[src/pkg/dtd_consts.svh]
/*
 * Register indices, field positions, reset values and timing figures of
 * the tone dialer. Assumes a 100 MHz system clock and 32-bit Avalon data.
 */
`ifndef DTD_CONSTS_SVH
`define DTD_CONSTS_SVH

// Register indices; the byte address is four times the index.
`define DTD_IDX_CTRL 16'hFF10
`define DTD_IDX_TONE 16'hFF16
`define DTD_IDX_CODE 16'hFF17
`define DTD_IDX_HOOK 16'hFF18
`define DTD_IDX_MASK 16'hFFE9
`define DTD_IDX_FLAG 16'hFFF9

// Field positions.
`define DTD_B_MODE  3
`define DTD_B_RATIO 1
`define DTD_B_RATE  0
`define DTD_B_CONT  3
`define DTD_B_DUR   2
`define DTD_B_ROWEN 1
`define DTD_B_COLEN 0
`define DTD_B_TXMEN 0
`define DTD_B_RXMEN 1
`define DTD_B_HOOK  3
`define DTD_B_FLAG  0
`define DTD_B_MASK  0

// Reset values.
`define DTD_RST_CTRL 4'h0
`define DTD_RST_TONE 4'h3
`define DTD_RST_HOOK 4'h0

// Timing in microseconds and the clock rate in MHz.
`define DTD_CLK_MHZ       100
`define DTD_TONE_LONG_US  94000
`define DTD_TONE_SHORT_US 47000
`define DTD_PAUSE_US      94000
`define DTD_MUTE_HOLD_US  4000

// Half periods of each tone in fast oscillator edges.
`define DTD_ROW1_HALF 12'h9F8
`define DTD_ROW2_HALF 12'h910
`define DTD_ROW3_HALF 12'h828
`define DTD_ROW4_HALF 12'h77A
`define DTD_COL1_HALF 12'h5C0
`define DTD_COL2_HALF 12'h540
`define DTD_COL3_HALF 12'h4C0
`define DTD_COL4_HALF 12'h440

`endif

[src/pkg/dtd_pkg.sv]
/*
 * Types shared by the tone dialer modules.
 * Assumes nothing beyond a SystemVerilog compiler.
 */
`default_nettype none
package dtd_pkg;
  typedef enum logic [1:0] {
    DTD_IDLE  = 2'b00,
    DTD_TONE  = 2'b01,
    DTD_PAUSE = 2'b10,
    DTD_HOLD  = 2'b11
  } dtd_state_type;

  typedef logic [11:0] dtd_half_type;
endpackage
`default_nettype wire

[src/core/dtd_dialer.sv]
/*
 * Tone dialer: register file on Avalon-MM, tone sequencer, row and column
 * dividers, transmit mute, hook output and completion flag.
 * Assumes a 100 MHz clock and the fast oscillator on a pin; the pulse
 * generator sits elsewhere and shares the mode bit.
 */
// Our own choices: the Avalon-MM slave port and the register offsets.
// Functional notes
// - Completion sets done flag bit zero.
// - Mask gates request; flag sets regardless.
// - Writing one clears flag; zero keeps.
// - Tone mode after reset; bit three selects.
// - Two integer dividers from fast oscillator.
// - Divider ratios give the listed frequencies.
// - Enable bits pick DC, column, row, dual.
// - Both enable bits reset to one.
// - Codes one to nine follow keypad.
// - Other codes map to fixed pairs.
// - Code write starts tone; dual sums.
// - Transmit mute falls as tone starts.
// - Minimum tone 94 or 47 msec.
// - Continuous bit holds tone until cleared.
// - Tone ends low, then 94 msec pause.
// - Flag sets after pause elapses.
// - Mute held 4 msec, no gap retrigger.
// - Off-hook bit drives dial pulse pin.
// - Control write stores mode, ratio, rate.
// - Without option duration bit reads zero.
`timescale 1ns/1ns
`default_nettype none
`include "dtd_consts.svh"
module dtd_dialer #(
  parameter bit [31:0] TONE_LONG_CYC  = `DTD_TONE_LONG_US * `DTD_CLK_MHZ,
  parameter bit [31:0] TONE_SHORT_CYC = `DTD_TONE_SHORT_US * `DTD_CLK_MHZ,
  parameter bit [31:0] PAUSE_CYC      = `DTD_PAUSE_US * `DTD_CLK_MHZ,
  parameter bit [31:0] MUTE_HOLD_CYC  = `DTD_MUTE_HOLD_US * `DTD_CLK_MHZ,
  parameter bit        DUR_OPT_FITTED = 1'b1
) (
  // Clock and reset
  input  wire logic        clk,
  input  wire logic        rst_n,
  // Avalon-MM slave
  input  wire logic [17:0] avs_address,
  input  wire logic        avs_read,
  input  wire logic        avs_write,
  input  wire logic [3:0]  avs_byteenable,
  input  wire logic [31:0] avs_writedata,
  output logic [31:0]      avs_readdata,
  output logic             avs_waitrequest,
  // Fast oscillator pin
  input  wire logic        fast_oscillator,
  // Line side
  output logic [1:0]       tone_out,
  output logic             tx_mute_n,
  output logic             dial_pulse_out_n,
  // CPU interrupt request
  output logic             dial_irq
);
  import dtd_pkg::*;

  // Register state.
  logic [3:0]    ctrl_reg;
  logic [3:0]    tone_reg;
  logic [3:0]    code_reg;
  logic [3:0]    hook_reg;
  logic          mask_reg;
  logic          flag_reg;
  logic          ack_reg;
  logic [31:0]   rdata_reg;
  dtd_state_type state_reg;
  dtd_state_type state_next;
  logic [31:0]   cnt_reg;
  logic [31:0]   cnt_next;
  logic          cont_reg;
  logic [1:0]    tone_reg_out;
  logic          mute_reg;
  logic [1:0]    tone_next;

  // Code to row and column index, row in the high pair of bits.
  function automatic logic [3:0] dtd_map(input logic [3:0] code);
    logic [3:0] rc;
    rc = 4'h0;
    case (code)
      4'h0:    rc = 4'h3;
      4'hA:    rc = 4'hD;
      4'hB:    rc = 4'hE;
      4'hC:    rc = 4'hC;
      4'hD:    rc = 4'h7;
      4'hE:    rc = 4'hF;
      4'hF:    rc = 4'hB;
      4'h1, 4'h2, 4'h3: rc = {2'h0, 2'(code - 4'h1)};
      4'h4, 4'h5, 4'h6: rc = {2'h1, 2'(code - 4'h4)};
      default: rc = {2'h2, 2'(code - 4'h7)};
    endcase
    return rc;
  endfunction

  // Half period of a tone; col selects the column table.
  function automatic dtd_half_type dtd_half(input logic col,
                                            input logic [1:0] idx);
    dtd_half_type h;
    h = `DTD_ROW1_HALF;
    case ({col, idx})
      3'h0:    h = `DTD_ROW1_HALF;
      3'h1:    h = `DTD_ROW2_HALF;
      3'h2:    h = `DTD_ROW3_HALF;
      3'h3:    h = `DTD_ROW4_HALF;
      3'h4:    h = `DTD_COL1_HALF;
      3'h5:    h = `DTD_COL2_HALF;
      3'h6:    h = `DTD_COL3_HALF;
      default: h = `DTD_COL4_HALF;
    endcase
    return h;
  endfunction

  // Bus decode. One wait state: the access completes on the second edge.
  wire       req     = avs_read | avs_write;
  wire       wr_fire = avs_write & ack_reg & avs_byteenable[0];
  wire [3:0] wd      = avs_writedata[3:0];
  wire hit_ctrl = (avs_address == {`DTD_IDX_CTRL, 2'b00});
  wire hit_tone = (avs_address == {`DTD_IDX_TONE, 2'b00});
  wire hit_code = (avs_address == {`DTD_IDX_CODE, 2'b00});
  wire hit_hook = (avs_address == {`DTD_IDX_HOOK, 2'b00});
  wire hit_mask = (avs_address == {`DTD_IDX_MASK, 2'b00});
  wire hit_flag = (avs_address == {`DTD_IDX_FLAG, 2'b00});
  logic [3:0] rd_mux;
  always_comb begin
    if (hit_ctrl) begin
      rd_mux = ctrl_reg;
    end else if (hit_tone) begin
      rd_mux = tone_reg;
    end else if (hit_code) begin
      rd_mux = code_reg;
    end else if (hit_hook) begin
      rd_mux = hook_reg;
    end else if (hit_mask) begin
      rd_mux = {3'h0, mask_reg};
    end else if (hit_flag) begin
      rd_mux = {3'h0, flag_reg};
    end else begin
      rd_mux = 4'h0;
    end
  end

  assign avs_waitrequest = req & ~ack_reg;
  assign avs_readdata    = rdata_reg;

  // Register writes.
  wire tone_mode = ~ctrl_reg[`DTD_B_MODE];
  wire code_wr   = wr_fire & hit_code;
  wire can_start = (state_reg == DTD_IDLE) || (state_reg == DTD_HOLD);
  wire start     = code_wr & tone_mode & can_start;
  wire pause_end = (state_reg == DTD_PAUSE) && (cnt_reg == 32'h0);
  wire flag_clr  = wr_fire & hit_flag & wd[`DTD_B_FLAG];
  // Duration bit is absent without the option and then reads zero.
  wire [3:0] tone_wd = DUR_OPT_FITTED ? wd :
                       (wd & ~(4'h1 << `DTD_B_DUR));
  wire short_dur = DUR_OPT_FITTED & tone_reg[`DTD_B_DUR];
  wire [31:0] dur_cyc = short_dur ? TONE_SHORT_CYC : TONE_LONG_CYC;

  always_ff @(posedge clk or negedge rst_n) begin
    if (!rst_n) begin
      ack_reg   <= 1'b0;
      rdata_reg <= 32'h0000_0000;
    end else begin
      ack_reg <= req & ~ack_reg;
      if (avs_read & ~ack_reg) begin
        rdata_reg <= {28'h000_0000, rd_mux};
      end
    end
  end

  always_ff @(posedge clk or negedge rst_n) begin
    if (!rst_n) begin
      ctrl_reg <= `DTD_RST_CTRL;
      tone_reg <= `DTD_RST_TONE;
      code_reg <= 4'h0;
      hook_reg <= `DTD_RST_HOOK;
      mask_reg <= 1'b0;
    end else if (wr_fire) begin
      if (hit_ctrl) begin
        ctrl_reg <= wd & 4'hB;
      end
      if (hit_tone) begin
        tone_reg <= tone_wd;
      end
      if (hit_code) begin
        code_reg <= wd;
      end
      if (hit_hook) begin
        hook_reg <= wd & 4'hB;
      end
      if (hit_mask) begin
        mask_reg <= wd[`DTD_B_MASK];
      end
    end
  end

  // A completion in the same cycle as a clear keeps the flag set.
  always_ff @(posedge clk or negedge rst_n) begin
    if (!rst_n) begin
      flag_reg <= 1'b0;
    end else if (pause_end) begin
      flag_reg <= 1'b1;
    end else if (flag_clr) begin
      flag_reg <= 1'b0;
    end
  end

  // Sequencer: tone, fixed pause, then mute hold that a new code can
  // cut short without lifting mute.
  always_comb begin
    state_next = state_reg;
    cnt_next   = (cnt_reg == 32'h0) ? 32'h0 : cnt_reg - 32'h1;
    case (state_reg)
      DTD_IDLE: begin
        if (start) begin
          state_next = DTD_TONE;
          cnt_next   = dur_cyc - 32'h1;
        end
      end
      DTD_TONE: begin
        // Continuous tone outlasts the minimum until its bit is cleared.
        if (cnt_reg == 32'h0 &&
            !(cont_reg && tone_reg[`DTD_B_CONT])) begin
          state_next = DTD_PAUSE;
          cnt_next   = PAUSE_CYC - 32'h1;
        end
      end
      DTD_PAUSE: begin
        if (cnt_reg == 32'h0) begin
          state_next = DTD_HOLD;
          cnt_next   = MUTE_HOLD_CYC - 32'h1;
        end
      end
      DTD_HOLD: begin
        if (start) begin
          state_next = DTD_TONE;
          cnt_next   = dur_cyc - 32'h1;
        end else if (cnt_reg == 32'h0) begin
          state_next = DTD_IDLE;
        end
      end
      default: begin
        state_next = DTD_IDLE;
      end
    endcase
  end

  always_ff @(posedge clk or negedge rst_n) begin
    if (!rst_n) begin
      state_reg <= DTD_IDLE;
      cnt_reg   <= 32'h0;
      cont_reg  <= 1'b0;
    end else begin
      state_reg <= state_next;
      cnt_reg   <= cnt_next;
      if (start) begin
        cont_reg <= tone_reg[`DTD_B_CONT];
      end
    end
  end

  // Dividers run from the fast oscillator only while a tone sounds.
  logic       osc_tick;
  logic       row_sq;
  logic       col_sq;
  wire [3:0]  rc     = dtd_map(code_reg);
  wire        run    = (state_reg == DTD_TONE);
  dtd_osc_sync u_sync (
    .clk      (clk),
    .rst_n    (rst_n),
    .osc_pin  (fast_oscillator),
    .osc_tick (osc_tick)
  );
  dtd_tone_div u_row (
    .clk         (clk),
    .rst_n       (rst_n),
    .osc_tick    (osc_tick),
    .run         (run),
    .half_period (dtd_half(1'b0, rc[3:2])),
    .square      (row_sq)
  );
  dtd_tone_div u_col (
    .clk         (clk),
    .rst_n       (rst_n),
    .osc_tick    (osc_tick),
    .run         (run),
    .half_period (dtd_half(1'b1, rc[1:0])),
    .square      (col_sq)
  );

  // Output level: 0 low, 1 mid-supply, 2 one tone high, dual sums.
  always_comb begin
    tone_next = 2'h0;
    if (run) begin
      case ({tone_reg[`DTD_B_ROWEN], tone_reg[`DTD_B_COLEN]})
        2'b00:   tone_next = 2'h1;
        2'b01:   tone_next = {col_sq, 1'b0};
        2'b10:   tone_next = {row_sq, 1'b0};
        default: tone_next = {1'b0, row_sq} + {1'b0, col_sq};
      endcase
    end
  end

  // Mute follows the next state so it falls on the tone's first cycle.
  wire mute_next = hook_reg[`DTD_B_TXMEN] &&
                   (state_next != DTD_IDLE);

  always_ff @(posedge clk or negedge rst_n) begin
    if (!rst_n) begin
      tone_reg_out <= 2'h0;
      mute_reg     <= 1'b0;
    end else begin
      tone_reg_out <= tone_next;
      mute_reg     <= mute_next;
    end
  end

  assign tone_out         = tone_reg_out;
  assign tx_mute_n        = ~mute_reg;
  assign dial_pulse_out_n = hook_reg[`DTD_B_HOOK];
  assign dial_irq         = flag_reg & mask_reg;
endmodule
`default_nettype wire

[src/core/dtd_osc_sync.sv]
/*
 * Brings the fast oscillator pin into the system clock domain and marks
 * each of its rising edges with a one-cycle tick.
 * Assumes the system clock is well above twice the oscillator rate.
 */
`timescale 1ns/1ns
`default_nettype none
module dtd_osc_sync (
  // Clock and reset
  input  wire logic clk,
  input  wire logic rst_n,
  // Oscillator pin and tick
  input  wire logic osc_pin,
  output logic      osc_tick
);
  import dtd_pkg::*;

  logic meta_reg;
  logic sync_reg;
  logic last_reg;

  always_ff @(posedge clk or negedge rst_n) begin
    if (!rst_n) begin
      meta_reg <= 1'b0;
      sync_reg <= 1'b0;
      last_reg <= 1'b0;
    end else begin
      meta_reg <= osc_pin;
      sync_reg <= meta_reg;
      last_reg <= sync_reg;
    end
  end

  assign osc_tick = sync_reg & ~last_reg;
endmodule
`default_nettype wire

[src/core/dtd_tone_div.sv]
/*
 * Integer divider that turns oscillator ticks into a square wave whose
 * half period is given in ticks. Assumes the half period holds steady
 * while run is high.
 */
`timescale 1ns/1ns
`default_nettype none
module dtd_tone_div (
  // Clock and reset
  input  wire logic                  clk,
  input  wire logic                  rst_n,
  // Control
  input  wire logic                  osc_tick,
  input  wire logic                  run,
  input  wire dtd_pkg::dtd_half_type half_period,
  // Square wave
  output logic                       square
);
  import dtd_pkg::*;

  dtd_half_type cnt_reg;
  logic         sq_reg;
  wire          wrap = osc_tick && (cnt_reg == half_period - 12'h001);

  // Stopping clears the phase so every tone starts low.
  always_ff @(posedge clk or negedge rst_n) begin
    if (!rst_n) begin
      cnt_reg <= 12'h000;
      sq_reg  <= 1'b0;
    end else if (!run) begin
      cnt_reg <= 12'h000;
      sq_reg  <= 1'b0;
    end else if (wrap) begin
      cnt_reg <= 12'h000;
      sq_reg  <= ~sq_reg;
    end else if (osc_tick) begin
      cnt_reg <= cnt_reg + 12'h001;
    end
  end

  assign square = sq_reg;
endmodule
`default_nettype wire

[config.mk]
export PLATFORM = sky130hd
export DESIGN_NAME = dtd_dialer
export DESIGN_NICKNAME = d
export VERILOG_FILES = /design/src/pkg/dtd_pkg.sv /design/src/core/dtd_dialer.sv /design/src/core/dtd_osc_sync.sv /design/src/core/dtd_tone_div.sv
export VERILOG_INCLUDE_DIRS = /design/src /design/src/pkg
export SDC_FILE = /design/constraint.sdc
export NUM_CORES = 1
export LEC_CHECK = 0
export ABC_CLOCK_PERIOD_IN_PS = 3100
export BUFFER_PORTS_ARGS = -buffer_cell sky130_fd_sc_hd__buf_2
export CORE_AREA = 5 5 103 105
export CTS_CLUSTER_DIAMETER = 150
export DETAILED_ROUTE_END_ITERATION = 12
export DIE_AREA = 0 0 108 110
export GPL_TIMING_DRIVEN = 0
export PLACE_DENSITY = 0.79
export RECOVER_POWER = 50
export SLEW_MARGIN = 20
export SYNTH_ARGS = -nofsm -noshare
export SYNTH_HDL_FRONTEND = slang
export SYNTH_SLANG_ARGS = --single-unit
export TNS_END_PERCENT = 10
[constraint.sdc]
create_clock -name clk -period 3.1 [get_ports clk]
set_input_delay 0.155 -clock clk [delete_from_list [all_inputs] [get_ports clk]]
set_output_delay 0.155 -clock clk [all_outputs]
set_load 0.01 [all_outputs]
# After elaboration in Yosys (flattened, before gate mapping)
# Index checks and enable logic that the tools add are counted.
# word_totals
register_bits	88
inputBits	59
word_cells	141
# op_classes
add_sub_neg	10
eq_ne	34
mux	35
bitwise	18
reduce_logical	24
# op_table
operator	n
2-to-1 mux 32 bit	4
== test 18 bit, second input constant	6
case mux 32 bit (3 select lines)	1
2-to-1 mux 12 bit	6
case mux 12 bit (4 select lines)	1
case mux 4 bit (9 select lines)	1
zero test 32 bit	1
subtractor 32 x 1 -> 32 bit, second input constant	1
case mux 9 bit (3 select lines)	1
subtractor 24 x 1 -> 25 bit, second input constant	1
adder 12 x 1 -> 12 bit, second input constant	2
== test 12 bit	2
== test 4 bit, second input constant	6
2-to-1 mux 24 bit	1
2-to-1 mux 4 bit	4
== test 2 bit, second input constant	6
== test 4 x 3 -> 1 bit, second input constant	3
2-to-1 mux 2 bit	6
subtractor 11 x 1 -> 12 bit, second input constant	1
subtractor 12 x 1 -> 12 bit, second input constant	1
bitwise AND 1 bit	11
AND reduction 2 bit	5
== test 2 x 1 -> 1 bit, second input constant	4
== test 4 x 2 -> 1 bit, second input constant	2
other kinds (19)	44

# Logic depth before layout (Yosys ltp)
# Gate-level depths: netlist (run 1).
# depth
word_depth	10
mapped_depth	12
mapped_depth_nobuf	10

# Hierarchy
# A second synthesis (run 1) with hierarchy kept.
# unflattened
hier_cells	637
area_unflattened_um2	5973.2
# modules_own_cells
mod	n_inst	cells_per_inst	area_per_inst_um2	seq_area_each_um2
dtd_dialer	1	388	3714.8	1478.9
dtd_tone_div at u_col	1	124	1091.0	325.3
dtd_tone_div at u_row	1	121	1078.5	325.3
dtd_osc_sync	1	4	88.8	75.1

# Least setup slack after synthesis (run 1)
# OpenSTA, ideal clock, no wires.
# synth_path
path_kind	reg-to-reg
from	register code_reg[2]
to	register u_row.cnt_reg[10]
setup_time_ps	132
arrival_ps	2572
setup_slack_ps	397
path_stages_with_launch	11
n_path_buf	2
synth_period_minus_slack_ps	2703
cell_sequence	dfrtp_1 > clkbuf_1 > and3_1 > nor2_1 > ha_1 > or3b_2 > a221oi_1 > nand3_1 > nand2_1 > clkbuf_1 > nor2_1
# synth_via
elab_chain_cells	10
elab_cells_between_ends	27
cone_classes	add/sub (1); eq/ne (17); mux (4); reduce/logical (5)
# synth_lines
element	line	text
start, declared	dtd_dialer.sv:64	logic [3:0] code_reg;
start signal, assigned	dtd_dialer.sv:188	code_reg <= wd;
== test 4 x 3 -> 1 bit (tied with other cells)	dtd_dialer.sv:83	case (code)
OR reduction 3 bit	dtd_dialer.sv:83	
case mux 4 bit (9 select lines) *	dtd_dialer.sv:83	
== test 2 bit (tied with other cells)	dtd_dialer.sv:103	case ({col, idx})
case mux 12 bit (4 select lines) *	dtd_dialer.sv:103	
subtractor 12 x 1 -> 12 bit *	dtd_tone_div.sv:23	wire wrap = osc_tick && (cnt_reg == half_period - 12'h001);
== test 12 bit *	dtd_tone_div.sv:23	
logical AND 1 bit *	dtd_tone_div.sv:23	
2-to-1 mux 12 bit	dtd_tone_div.sv:33	end else if (wrap) begin
2-to-1 mux 12 bit	dtd_tone_div.sv:30	end else if (!run) begin
end signal, assigned	dtd_tone_div.sv:37	cnt_reg <= cnt_reg + 12'h001;
end, declared	dtd_tone_div.sv:21	dtd_half_type cnt_reg;
# Mark *: on every way between the ends. The rest lies on a longest branch, timed or not. The select of a mux whose other input is x is not followed.
# A chain may end at the register's enable or synchronous reset.

# Final worst setup path (run 1)
# layout_path
from	register code_reg[2]
to	register u_row.cnt_reg[2]
# Same word-level chain as after synthesis.

==> summary.md, run 1 <==
| Metric | Value |
|---|---|
| Dpl cells | 749 |
| Die Area | 11880 sq um |
| Initial core utilization | 0.5457 |
| Core box area | 9549 sq um |
| Clk pwr share | 0.403 |
| Crit share post-route | 0.9349 |
| Status | finished, violations left |
| Vias per inst | 5.444 |
| Remaining DRCs | 0 |
| Synth warn | 0 |
| Tot Pwr | 0.002130 W |
| CTS Sinks | 88 |
| HP Start | avs_writedata[1] |
| Sw frac | 0.2237 |
| Commonest cells post-synth | 86 x dfrtp_1, 62 x nor2_1, 53 x nand2_1 |
| GRT Util Overall | 0.2051 |
| Worst Hold Class | input pin to register |
| Yosys top cell area share | 0.4130 |
| Relative slew slack | -0.1020 |
| Synth cell types | 65 |
| Hpwl dp | 8394 um |
| Pleak | 2.609 nW |
| Max FO, Critical Path | 12 |
| GRT Residual Overflow | 0 |
| Top Family by Delay on Critical Path | simple AND/OR/NAND/NOR gates |
| Ys flop type | dfrtp_1 |
| CTS Root Buffer Type | clkbuf_8 |
| Clk buf depth | 2 |
| Worst Tran Pin Value | 1653 ps |
| Final Hold Vio Count | 0 |
| Failing checks | capacitance limit, slew limit |
| Cell count after synthesis | 552 |
| Hold slack | 55.67 ps |
| Final Skew | 9.529 ps |
| Pre-antenna DRT Iters | 5 |
| Initial DRC Count | 307 |
| #FFs+latches synth | 88 |
| Wire per inst | 14.41 um |
| Cell taking the most area after synthesis | dfrtp_1 |
| Clk slew on worst S/H paths | 80 ps |
| Ys async rst share | 1.000 |
| Clk_lat worst skew | 360 ps |
| Htree depth | 3 |
| Ant diodes | 0 |
| Core Util, Final | 0.6174 |
| Layout cells sized above 1 | 0.1927 |
| Max reg flops | 32 |
| Slew Limit Fails | 32 |
| Synth area leaders | dfrtp_1 41%, xor2_1 5.0%, nor2_1 4.5% |
| Port buffer count | 36 |
| Cts bufs inserted | 9 |
| Worst r2r src | code_reg[2] |
| Required @ worst endpoint | 3350 ps |
| Syn-to-layout area delta | 13.13% |
| Die X-Extent | 108 um |
| Max frequency | 0.3450 GHz |
| Routed wire length | 11040 um |
| Flop pwr share | 0.541 |
| Buf+Inv Stages, Crit Path | 1 |
| WS Path Type | register to register |
| Vias in the first global route | 4174 |
| Pint | 0.001653 W |
| First-pass GRT wire length | 19550 um |
| Worst EP arrival | 3140 ps |
| Logic pwr share | 0.055 |
| Antenna viol nets, final | 0 |
| Max IR drop VDD | 372.7 uV |
| Final non-filler cell total | 766 |
| Sequential fraction of the synthesis area | 0.4230 |
| Cell Area, Synth | 5211 sq um |
| Die Span Y | 110 um |
| Setup violations, final | 0 |
| Sw Pwr | 0.0004764 W |
| Number of synthesized flops with an enable pin | 0 |
| Largest net degree at the start of global routing | 59 |
| DR vias | 4170 |
| Crit-path cells | clkbuf_1 -> and3_1 -> nor2_1 -> ha_1 -> or3b_2 -> a221oi_1 -> nand3_1 -> nand2_2 -> nor2_1 |
| Most frequent cell after synthesis | dfrtp_1 |
| IO Count | 97 |
| CTS tree | built |
| Cell Rows | 36 |
| CP max stage cell | or3b_2 |
| Mean Syn Cell Area | 9.441 sq um |
| Largest stage delay on the critical path | 460 ps |
| Initial antenna violation count | 0 |
| Power Density | 361.2 nW/um^2 |
| Cell mode on critical path | nor2_1 |
| Nets | 701 |
| Startpoint Class | register |
| GPL Wtd Cong | 0.8933 |
| Minimum clock period | 2898 ps |
| RSZ-0062 raised after global routing | no |
| CP Launch Point | code_reg[2] |
| Max-cap violations | 1 |
| Setup crit end kind | register |
[through the flow]
step	worst slack, ps	TNS (ps)	cell area [sq um]
after floorplan	396.6	0	5313
after global placement	39.87	0	5659
after detailed placement	-89.39	-726.0	5689
after CTS	77.95	0	5918
after global routing	35.93	0	5896
final	201.9	0	5896
[cells in the final DEF, fill, tap and decap left out, types with 7 or more instances in the layout]
cell      count
dfrtp_1      86
nor2_1       62
nand2_1      52
buf_2        38
xor2_1       30
buf_4        28
conb_1       28
xnor2_1      26
nor3_1       24
o21ai_0      21
clkbuf_1     16
a21oi_1      16
mux2_2       16
inv_1        15
nand3_1      15
ha_1         14
mux2i_1      12
nand4_1      10
and3_1        9
nor4_1        9
clkbuf_8      9
or3_1         7
[layout make-up]
cell class	count	area [sq um]
fill	809	3654
multi-input combinational	429	2760
sequential	88	2205
buffer	46	290.3
timing repair buffer	39	205.2
tap	133	166.4
clock buffer	11	131.4
clock inverter	5	81.33
inverter	15	56.30
[repair_timing]
item                       4_1_cts  5_1_grt
setup endpoints to repair       10       12
setup buffers                    0        0
gates resized for setup          0        1
hold buffers                     2        0
hold endpoints to repair        29        0
[power groups by stage]
| stage | logic, W | clock network, W | registers, W |
|---|---|---|---|
| after floorplan | 0.0000642 | 0 | 0.00117 |
| after global placement | 0.000112 | 0 | 0.00117 |
| after detailed placement | 0.000120 | 0 | 0.00118 |
| after CTS | 0.000122 | 0.000875 | 0.00115 |
| after global routing | 0.000133 | 0.000924 | 0.00115 |
| final | 0.000118 | 0.000859 | 0.00115 |
[layer usage]
layer	up-vias	GRT usage	wire length, um
li1	2021	-	-
met1	2015	0.2561	4776
met2	111	0.3490	5498
met3	23	0.03262	479
met4	0	0.1001	281
met5	-	0	0
[worst paths after layout]
kind,end,slack [ps],cells past startpoint
min in group asynchronous,cnt_reg[24],760,2
max in group asynchronous,u_col.cnt_reg[4],670,3
hold reg to reg,u_sync.sync_reg,360,0
setup / recovery,u_row.cnt_reg[2],200,9
setup reg to reg,u_row.cnt_reg[2],200,9
hold / removal,code_reg[1],60,3
[worst min-delay path, delay by kind of cell]
family	cells	cell delay [ps]
buffers and inverters	1	120
AND/OR/NAND/NOR	1	50
AO/OA/AOI/OAI	1	60
[logic make-up after synthesis]
| group | count (synthesis) | share of synthesized area |
|---|---|---|
| compound gates | 69 | 0.08908 |
| simple gates | 233 | 0.2327 |
| xor+xnor | 56 | 0.09412 |
| fa+ha+maj | 15 | 0.03553 |
| flops | 88 | 0.4230 |
| buf+inv | 62 | 0.06723 |
| mux | 28 | 0.05762 |
| other cells | 1 | 0.0007196 |
Power figures use the tool's default switching activity.
==> run 2: changes to the inputs <==
--- a/config.mk
+++ b/config.mk
@@ -14,7 +14,7 @@
 export DIE_AREA = 0 0 108 110
 export GPL_TIMING_DRIVEN = 0
 export PLACE_DENSITY = 0.79
-export RECOVER_POWER = 50
+export RECOVER_POWER = 100
 export SLEW_MARGIN = 20
 export SYNTH_ARGS = -nofsm -noshare
 export SYNTH_HDL_FRONTEND = slang
==> run 2 against run 1 <==
The flow still finishes with violations (capacitance limit, slew limit). Die area is the same. Sequential cell count is the same. Critical path depth is the same. First-iteration DRC count grew 6.8%. Design area shrank 0.72%. Sequential power is essentially flat. Clock skew grew 0.60 ps. Critical path type unchanged. Largest power group unchanged. Highest routed layer unchanged.
==> summary.md, run 2 (synthesis gave the netlist of run 1 again) <==
| Metric | Value |
|---|---|
| Port buffer count | 36 |
| Vias per inst | 5.454 |
| CTS tree | built |
| Routed wire length | 11010 um |
| Fill cell count | 819 |
| Power Density | 364.3 nW/um^2 |
| GRT Util Overall | 0.2051 |
| Hpwl dp | 8394 um |
| CTS Sinks | 88 |
| Vias in the first global route | 4174 |
| Worst r2r src | code_reg[2] |
| Initial antenna violation count | 0 |
| Initial DRC Count | 328 |
| Die Span Y | 110 um |
| First-pass GRT wire length | 19550 um |
| Max frequency | 0.3453 GHz |
| Pre-antenna DRT Iters | 5 |
| Worst EP arrival | 3150 ps |
| Clk_lat worst skew | 370 ps |
| Minimum clock period | 2896 ps |
| RSZ-0062 raised after global routing | no |
| Setup_tns | 0 ps |
| Max reg flops | 32 |
| Max-cap violations | 1 |
| Setup crit end kind | register |
| Largest stage delay on the critical path | 450 ps |
| Crit-path cells | clkbuf_1 -> and3_1 -> nor2_1 -> ha_1 -> or3b_2 -> a221oi_1 -> nand3_1 -> nand2_2 -> nor2_1 |
| Core box area | 9549 sq um |
| Top Family by Delay on Critical Path | simple AND/OR/NAND/NOR gates |
| Htree depth | 3 |
| Worst Tran Pin Value | 1644 ps |
| Required @ worst endpoint | 3350 ps |
| Cell mode on critical path | nor2_1 |
| Clk slew on worst S/H paths | 80 ps |
| Worst Hold Class | input pin to register |
| Remaining DRCs | 0 |
| Antenna viol nets, final | 0 |
| Max IR drop VDD | 372.7 uV |
| CTS Root Buffer Type | clkbuf_8 |
| Most frequent cells in the layout | 86 x dfrtp_1, 62 x nor2_1, 52 x nand2_1 |
| Die Area | 11880 sq um |
| HP Start | avs_writedata[1] |
| Die X-Extent | 108 um |
| CP Launch Point | code_reg[2] |
| Initial core utilization | 0.5457 |
| Post-route design area | 5853 sq um |
| Status | finished, violations left |
| Most common cell after layout, fill and taps aside | dfrtp_1 |
| Startpoint Class | register |
| Final Skew | 10.13 ps |
| Cell Rows | 36 |
| Failing checks | capacitance limit, slew limit |
| GPL Wtd Cong | 0.8933 |
| Layout cells sized above 1 | 0.1659 |
| Setup violations, final | 0 |
| Setup ws final | 203.7 ps |
| Relative slew slack | -0.09625 |
| Buf+Inv Stages, Crit Path | 1 |
| Slew Limit Fails | 32 |
| Ant diodes | 0 |
| Pleak | 2.563 nW |
| Clk buf depth | 2 |
| DR vias | 4178 |
| GRT Residual Overflow | 0 |
| WS Path Type | register to register |
| Nets | 701 |
| Wire per inst | 14.37 um |
| Hold slack | 52.84 ps |
| Placement Setup Slack | -89.39 ps |
| Post CTS Setup Buffer Count | 0 |
| Syn-to-layout area delta | 12.32% |
| Cts bufs inserted | 9 |
| Max FO, Critical Path | 12 |
| Cell area after placement | 5689 sq um |
| Crit share post-route | 0.9343 |
| CP max stage cell | or3b_2 |
| IO Count | 97 |
| Largest net degree at the start of global routing | 59 |
| Final Hold Vio Count | 0 |
run 2: cell type report:
type | instances | area (sq um) | area share
inverters | 15 | 56.30 | 0.009620
clock inverters | 5 | 81.33 | 0.01389
clock buffers | 11 | 131.4 | 0.02245
multi-input cells | 429 | 2733 | 0.4669
well taps | 133 | 166.4 | 0.02843
repair buffers | 39 | 193.9 | 0.03313
flip-flops and latches | 88 | 2205 | 0.3767
plain buffers | 46 | 286.5 | 0.04895
run 2: metrics by stage:
step	cells	total power [W]	util
finish	766	0.002132	0.6129
global route	766	0.002210	0.6129
CTS	766	0.002149	0.6198
detailed placement	749	0.001295	0.5958
global placement	748	0.001287	0.5926
floorplan	579	0.001239	-
run 2: per-layer routing:
layer	track usage	vias up	wire length, um
met3	0.03262	28	471
met5	0	-	0
met4	0.1001	0	316
met2	0.3490	112	5449
met1	0.2561	2015	4768
li1	-	2023	-
run 2: worst paths after layout:
check	to	slack, ps	cells past startpoint
setup reg to reg	u_row.cnt_reg[2]	200	9
min in group asynchronous	cnt_reg[24]	750	2
hold / removal	code_reg[1]	50	3
setup / recovery	u_row.cnt_reg[2]	200	9
max in group asynchronous	u_row.cnt_reg[3]	690	3
hold reg to reg	u_sync.sync_reg	360	0
run 2: worst reg2reg max path, stage by stage (launching register included):
cell      delay [ps]
dfrtp_1          410
clkbuf_1         230
and3_1           260
nor2_1           350
ha_1             280
or3b_2           460
a221oi_1         300
nand3_1          170
nand2_2          240
nor2_1            90
run 2: timing repair:
item / CTS / global route
endpoints found under the hold margin: 29 / 0
hold buffers: 2 / 0
gates resized for setup: 0 / 1
endpoints found under the setup margin: 10 / 12
run 2: where the power goes:
| part | internal [W] | total (W) | leakage [nW] | switching, W |
|---|---|---|---|---|
| Sequential | 0.00115 | 0.00115 | 1.11 | 0.00000204 |
| Clock | 0.000455 | 0.000862 | 0.104 | 0.000408 |
| Combinational | 0.0000479 | 0.000117 | 1.35 | 0.0000695 |
==> run 3: changes to the inputs <==
--- a/config.mk
+++ b/config.mk
@@ -8,15 +8,15 @@
 export LEC_CHECK = 0
 export ABC_CLOCK_PERIOD_IN_PS = 3100
 export BUFFER_PORTS_ARGS = -buffer_cell sky130_fd_sc_hd__buf_2
-export CORE_AREA = 5 5 103 105
+export CORE_AREA = 5 5 108 110
 export CTS_CLUSTER_DIAMETER = 150
 export DETAILED_ROUTE_END_ITERATION = 12
-export DIE_AREA = 0 0 108 110
+export DIE_AREA = 0 0 113 115
 export GPL_TIMING_DRIVEN = 0
-export PLACE_DENSITY = 0.79
+export PLACE_DENSITY = 0.8
 export RECOVER_POWER = 100
-export SLEW_MARGIN = 20
 export SYNTH_ARGS = -nofsm -noshare
 export SYNTH_HDL_FRONTEND = slang
+export SYNTH_HIERARCHICAL = 1
 export SYNTH_SLANG_ARGS = --single-unit
 export TNS_END_PERCENT = 10
==> run 3 against run 2 <==
The run still ends with capacitance limit, slew limit left. Clock power down 2.8%. Sequential cell count unchanged. Critical endpoint is now u_col/square. Via count rose by 18%. Critical path type unchanged.
==> summary.md, run 3 <==
| Metric | Value |
|---|---|
| Initial core utilization | 0.5634 |
| GRT Residual Overflow | 0 |
| Cell Area, Synth | 5973 sq um |
| Antenna viol nets, final | 0 |
| Ys async rst share | 1.000 |
| Core box area | 10600 sq um |
| Worst Hold Class | input pin to register |
| IO Count | 97 |
| Dpl cells | 895 |
| Ant diodes | 0 |
| Wire per inst | 14.20 um |
| Remaining DRCs | 0 |
| Hold slack | 68.74 ps |
| Pint | 0.001801 W |
| Worst EP arrival | 3240 ps |
| Die Span Y | 115 um |
| WS Path Type | register to register |
| Clk slew on worst S/H paths | 100 ps |
| CTS Root Buffer Type | clkbuf_8 |
| Vias in the first global route | 4795 |
| Routed length on met2 | 6569 um |
| Most frequent cells in the layout | 83 x conb_1, 83 x dfrtp_1, 74 x nor2_1 |
| Status | finished, violations left |
| Met3 wire len | 588 um |
| Final Hold Vio Count | 0 |
| Syn-to-layout area delta | 16.72% |
| Crit share post-route | 0.9557 |
| R2r endpoint | u_col/square |
| DR vias | 4935 |
| Routed wire length | 13020 um |
| Max-cap violations | 1 |
| CTS tree | built |
| Most frequent cell after synthesis | dfrtp_1 |
| Setup_tns | 0 ps |
| Die X-Extent | 113 um |
| Max reg flops | 32 |
| Cell taking the most area after synthesis | dfrtp_1 |
| Max IR drop VDD | 292.1 uV |
| Placement Setup Slack | -577.2 ps |
| Startpoint Class | register |
| CP Launch Point | code_reg[2] |
| Hpwl dp | 9521 um |
| Layout cells sized above 1 | 0.1956 |
| GRT Util Overall | 0.2044 |
| #FFs+latches synth | 88 |
| Clk pwr share | 0.332 |
| Nets | 842 |
| Fill cell count | 841 |
| Clk_lat worst skew | 350 ps |
| Slew Limit Fails | 28 |
| Sw Pwr | 0.0007243 W |
| Required @ worst endpoint | 3380 ps |
| Reg2reg path depth | 10 |
| Setup ws final | 137.3 ps |
| Minimum clock period | 2963 ps |
| Initial antenna violation count | 0 |
| Flop pwr share | 0.510 |
| M1 WL | 5644 um |
| Max frequency | 0.3375 GHz |
| Final Skew | 19.96 ps |
| Die Area | 13000 sq um |
| R2r setup slk | 140 ps |
| Logic pwr share | 0.158 |
| Synth cell types | 83 |
| Commonest cells post-synth | 86 x dfrtp_1, 74 x nor2_1, 49 x nand2_1 |
| Worst r2r src | code_reg[2] |
| Top sig layer | met4 |
| Power Density | 362.2 nW/um^2 |
| Vias per inst | 5.382 |
| Sequential fraction of the synthesis area | 0.3691 |
| CTS Sinks | 88 |
| Cell count after synthesis | 637 |
| Worst Tran Pin Value | 1618 ps |
| First-pass GRT wire length | 22110 um |
| GPL Wtd Cong | 0.9162 |
| Relative slew slack | -0.07848 |
| Setup violations, final | 0 |
| Pre-antenna DRT Iters | 4 |
| Mean Syn Cell Area | 9.377 sq um |
| Cell Rows | 38 |
| Htree depth | 3 |
| Synth area leaders | dfrtp_1 36%, xnor2_1 5.9%, xor2_1 4.7% |
| RSZ-0062 raised after global routing | yes |
| Initial DRC Count | 242 |
| Ys flop type | dfrtp_1 |
| Pleak | 3.102 nW |
| Cts bufs inserted | 9 |
| Yosys top cell area share | 0.3603 |
| Final non-filler cell total | 917 |
| Synth warn | 6 |
| Clk buf depth | 2 |
| Sw frac | 0.2868 |
| Setup crit end kind | register |
| Port buffer count | 36 |
| Max FO, Critical Path | 5 |
| Number of synthesized flops with an enable pin | 0 |
| Largest net degree at the start of global routing | 62 |
| CP Capture Point | u_col/square |
| Failing checks | capacitance limit, slew limit |
[run 3: changes by cell type in the layout (fill, tap and decap cells not counted), sizes merged, moves of 6 or more]
cell    delta
xnor2     +14
mux2i      -7
o21ai     +15
nand2b     +6
nor2      +12
o211ai     +7
buf        +9
clkbuf     -6
conb      +55
inv        +7
[run 3: worst max-delay path, stage by stage (launching register included)]
cell and delay [ps]:
dfrtp_1 420, buf_4 140, buf_4 130, xor2_1 140, a221oi_2 390, xnor2_1 230
nand2_1 80, or4b_2 630, o311a_1 210, or3_1 370, a21oi_1 150
[run 3: final cells by class]
| type | instances | area (sq um) | area share |
|---|---|---|---|
| Clock buffer | 10 | 137.6 | 0.01974 |
| Buffer | 42 | 280.3 | 0.04020 |
| Multi-Input combinational cell | 565 | 3747 | 0.5375 |
| Timing Repair Buffer | 47 | 276.5 | 0.03966 |
| Inverter | 19 | 73.82 | 0.01059 |
| Clock inverter | 6 | 72.57 | 0.01041 |
| Tap cell | 140 | 175.2 | 0.02513 |
| Sequential cell | 88 | 2208 | 0.3168 |
[run 3: timing repair]
action / CTS / global route
setup buffers: 6 / 2
resized for setup: 10 / 15
pin swaps: 3 / 6
setup endpoints to repair: 24 / 23
hold endpoints to repair: 28 / 0
hold buffers: 2 / 0
[run 3: cell families after synthesis]
group                    after synthesis  share of synthesized area
AO/OA/AOI/OAI                        103                     0.1244
XOR/XNOR                              73                     0.1096
adder cells (fa/ha/maj)               11                    0.02304
buffers and inverters                 65                    0.06263
flip-flops                            88                     0.3691
multiplexers                          23                    0.04231
other                                  2                   0.001257
AND/OR/NAND/NOR                      272                     0.2677
[run 3: worst min-delay path by stage]
stage	from	endpoint	cells past startpoint
after global placement	fast_oscillator	u_sync/meta_reg	1
after floorplan	rst_n	ack_reg	0
after global routing	avs_writedata[2]	code_reg[2]	2
after detailed placement	rst_n	hook_reg[3]	1
after CTS	avs_writedata[2]	code_reg[2]	2
final	avs_writedata[2]	code_reg[2]	2
[run 3: power by group through the flow]
stage | combinational [W] | sequential [W] | clock, W
floorplan | 0.000290 | 0.00130 | 0
global placement | 0.000371 | 0.00130 | 0
detailed placement | 0.000390 | 0.00131 | 0
CTS | 0.000395 | 0.00129 | 0.000852
global route | 0.000447 | 0.00130 | 0.000911
finish | 0.000400 | 0.00129 | 0.000838
[run 3: per-layer routing]
layer / global-route usage / vias up
li1: - / 2445
met1: 0.2619 / 2367
met2: 0.3499 / 105
met3: 0.03842 / 18
met4: 0.06891 / 0
met5: 0 / -
[run 3: stage by stage]
step	utilization	power [W]	instance area, sq um
after floorplan	-	0.001587	6277
after global placement	0.6256	0.001676	6633
after detailed placement	0.6284	0.001699	6663
after CTS	0.6579	0.002533	6975
after global routing	0.6575	0.002655	6972
final	0.6575	0.002525	6972
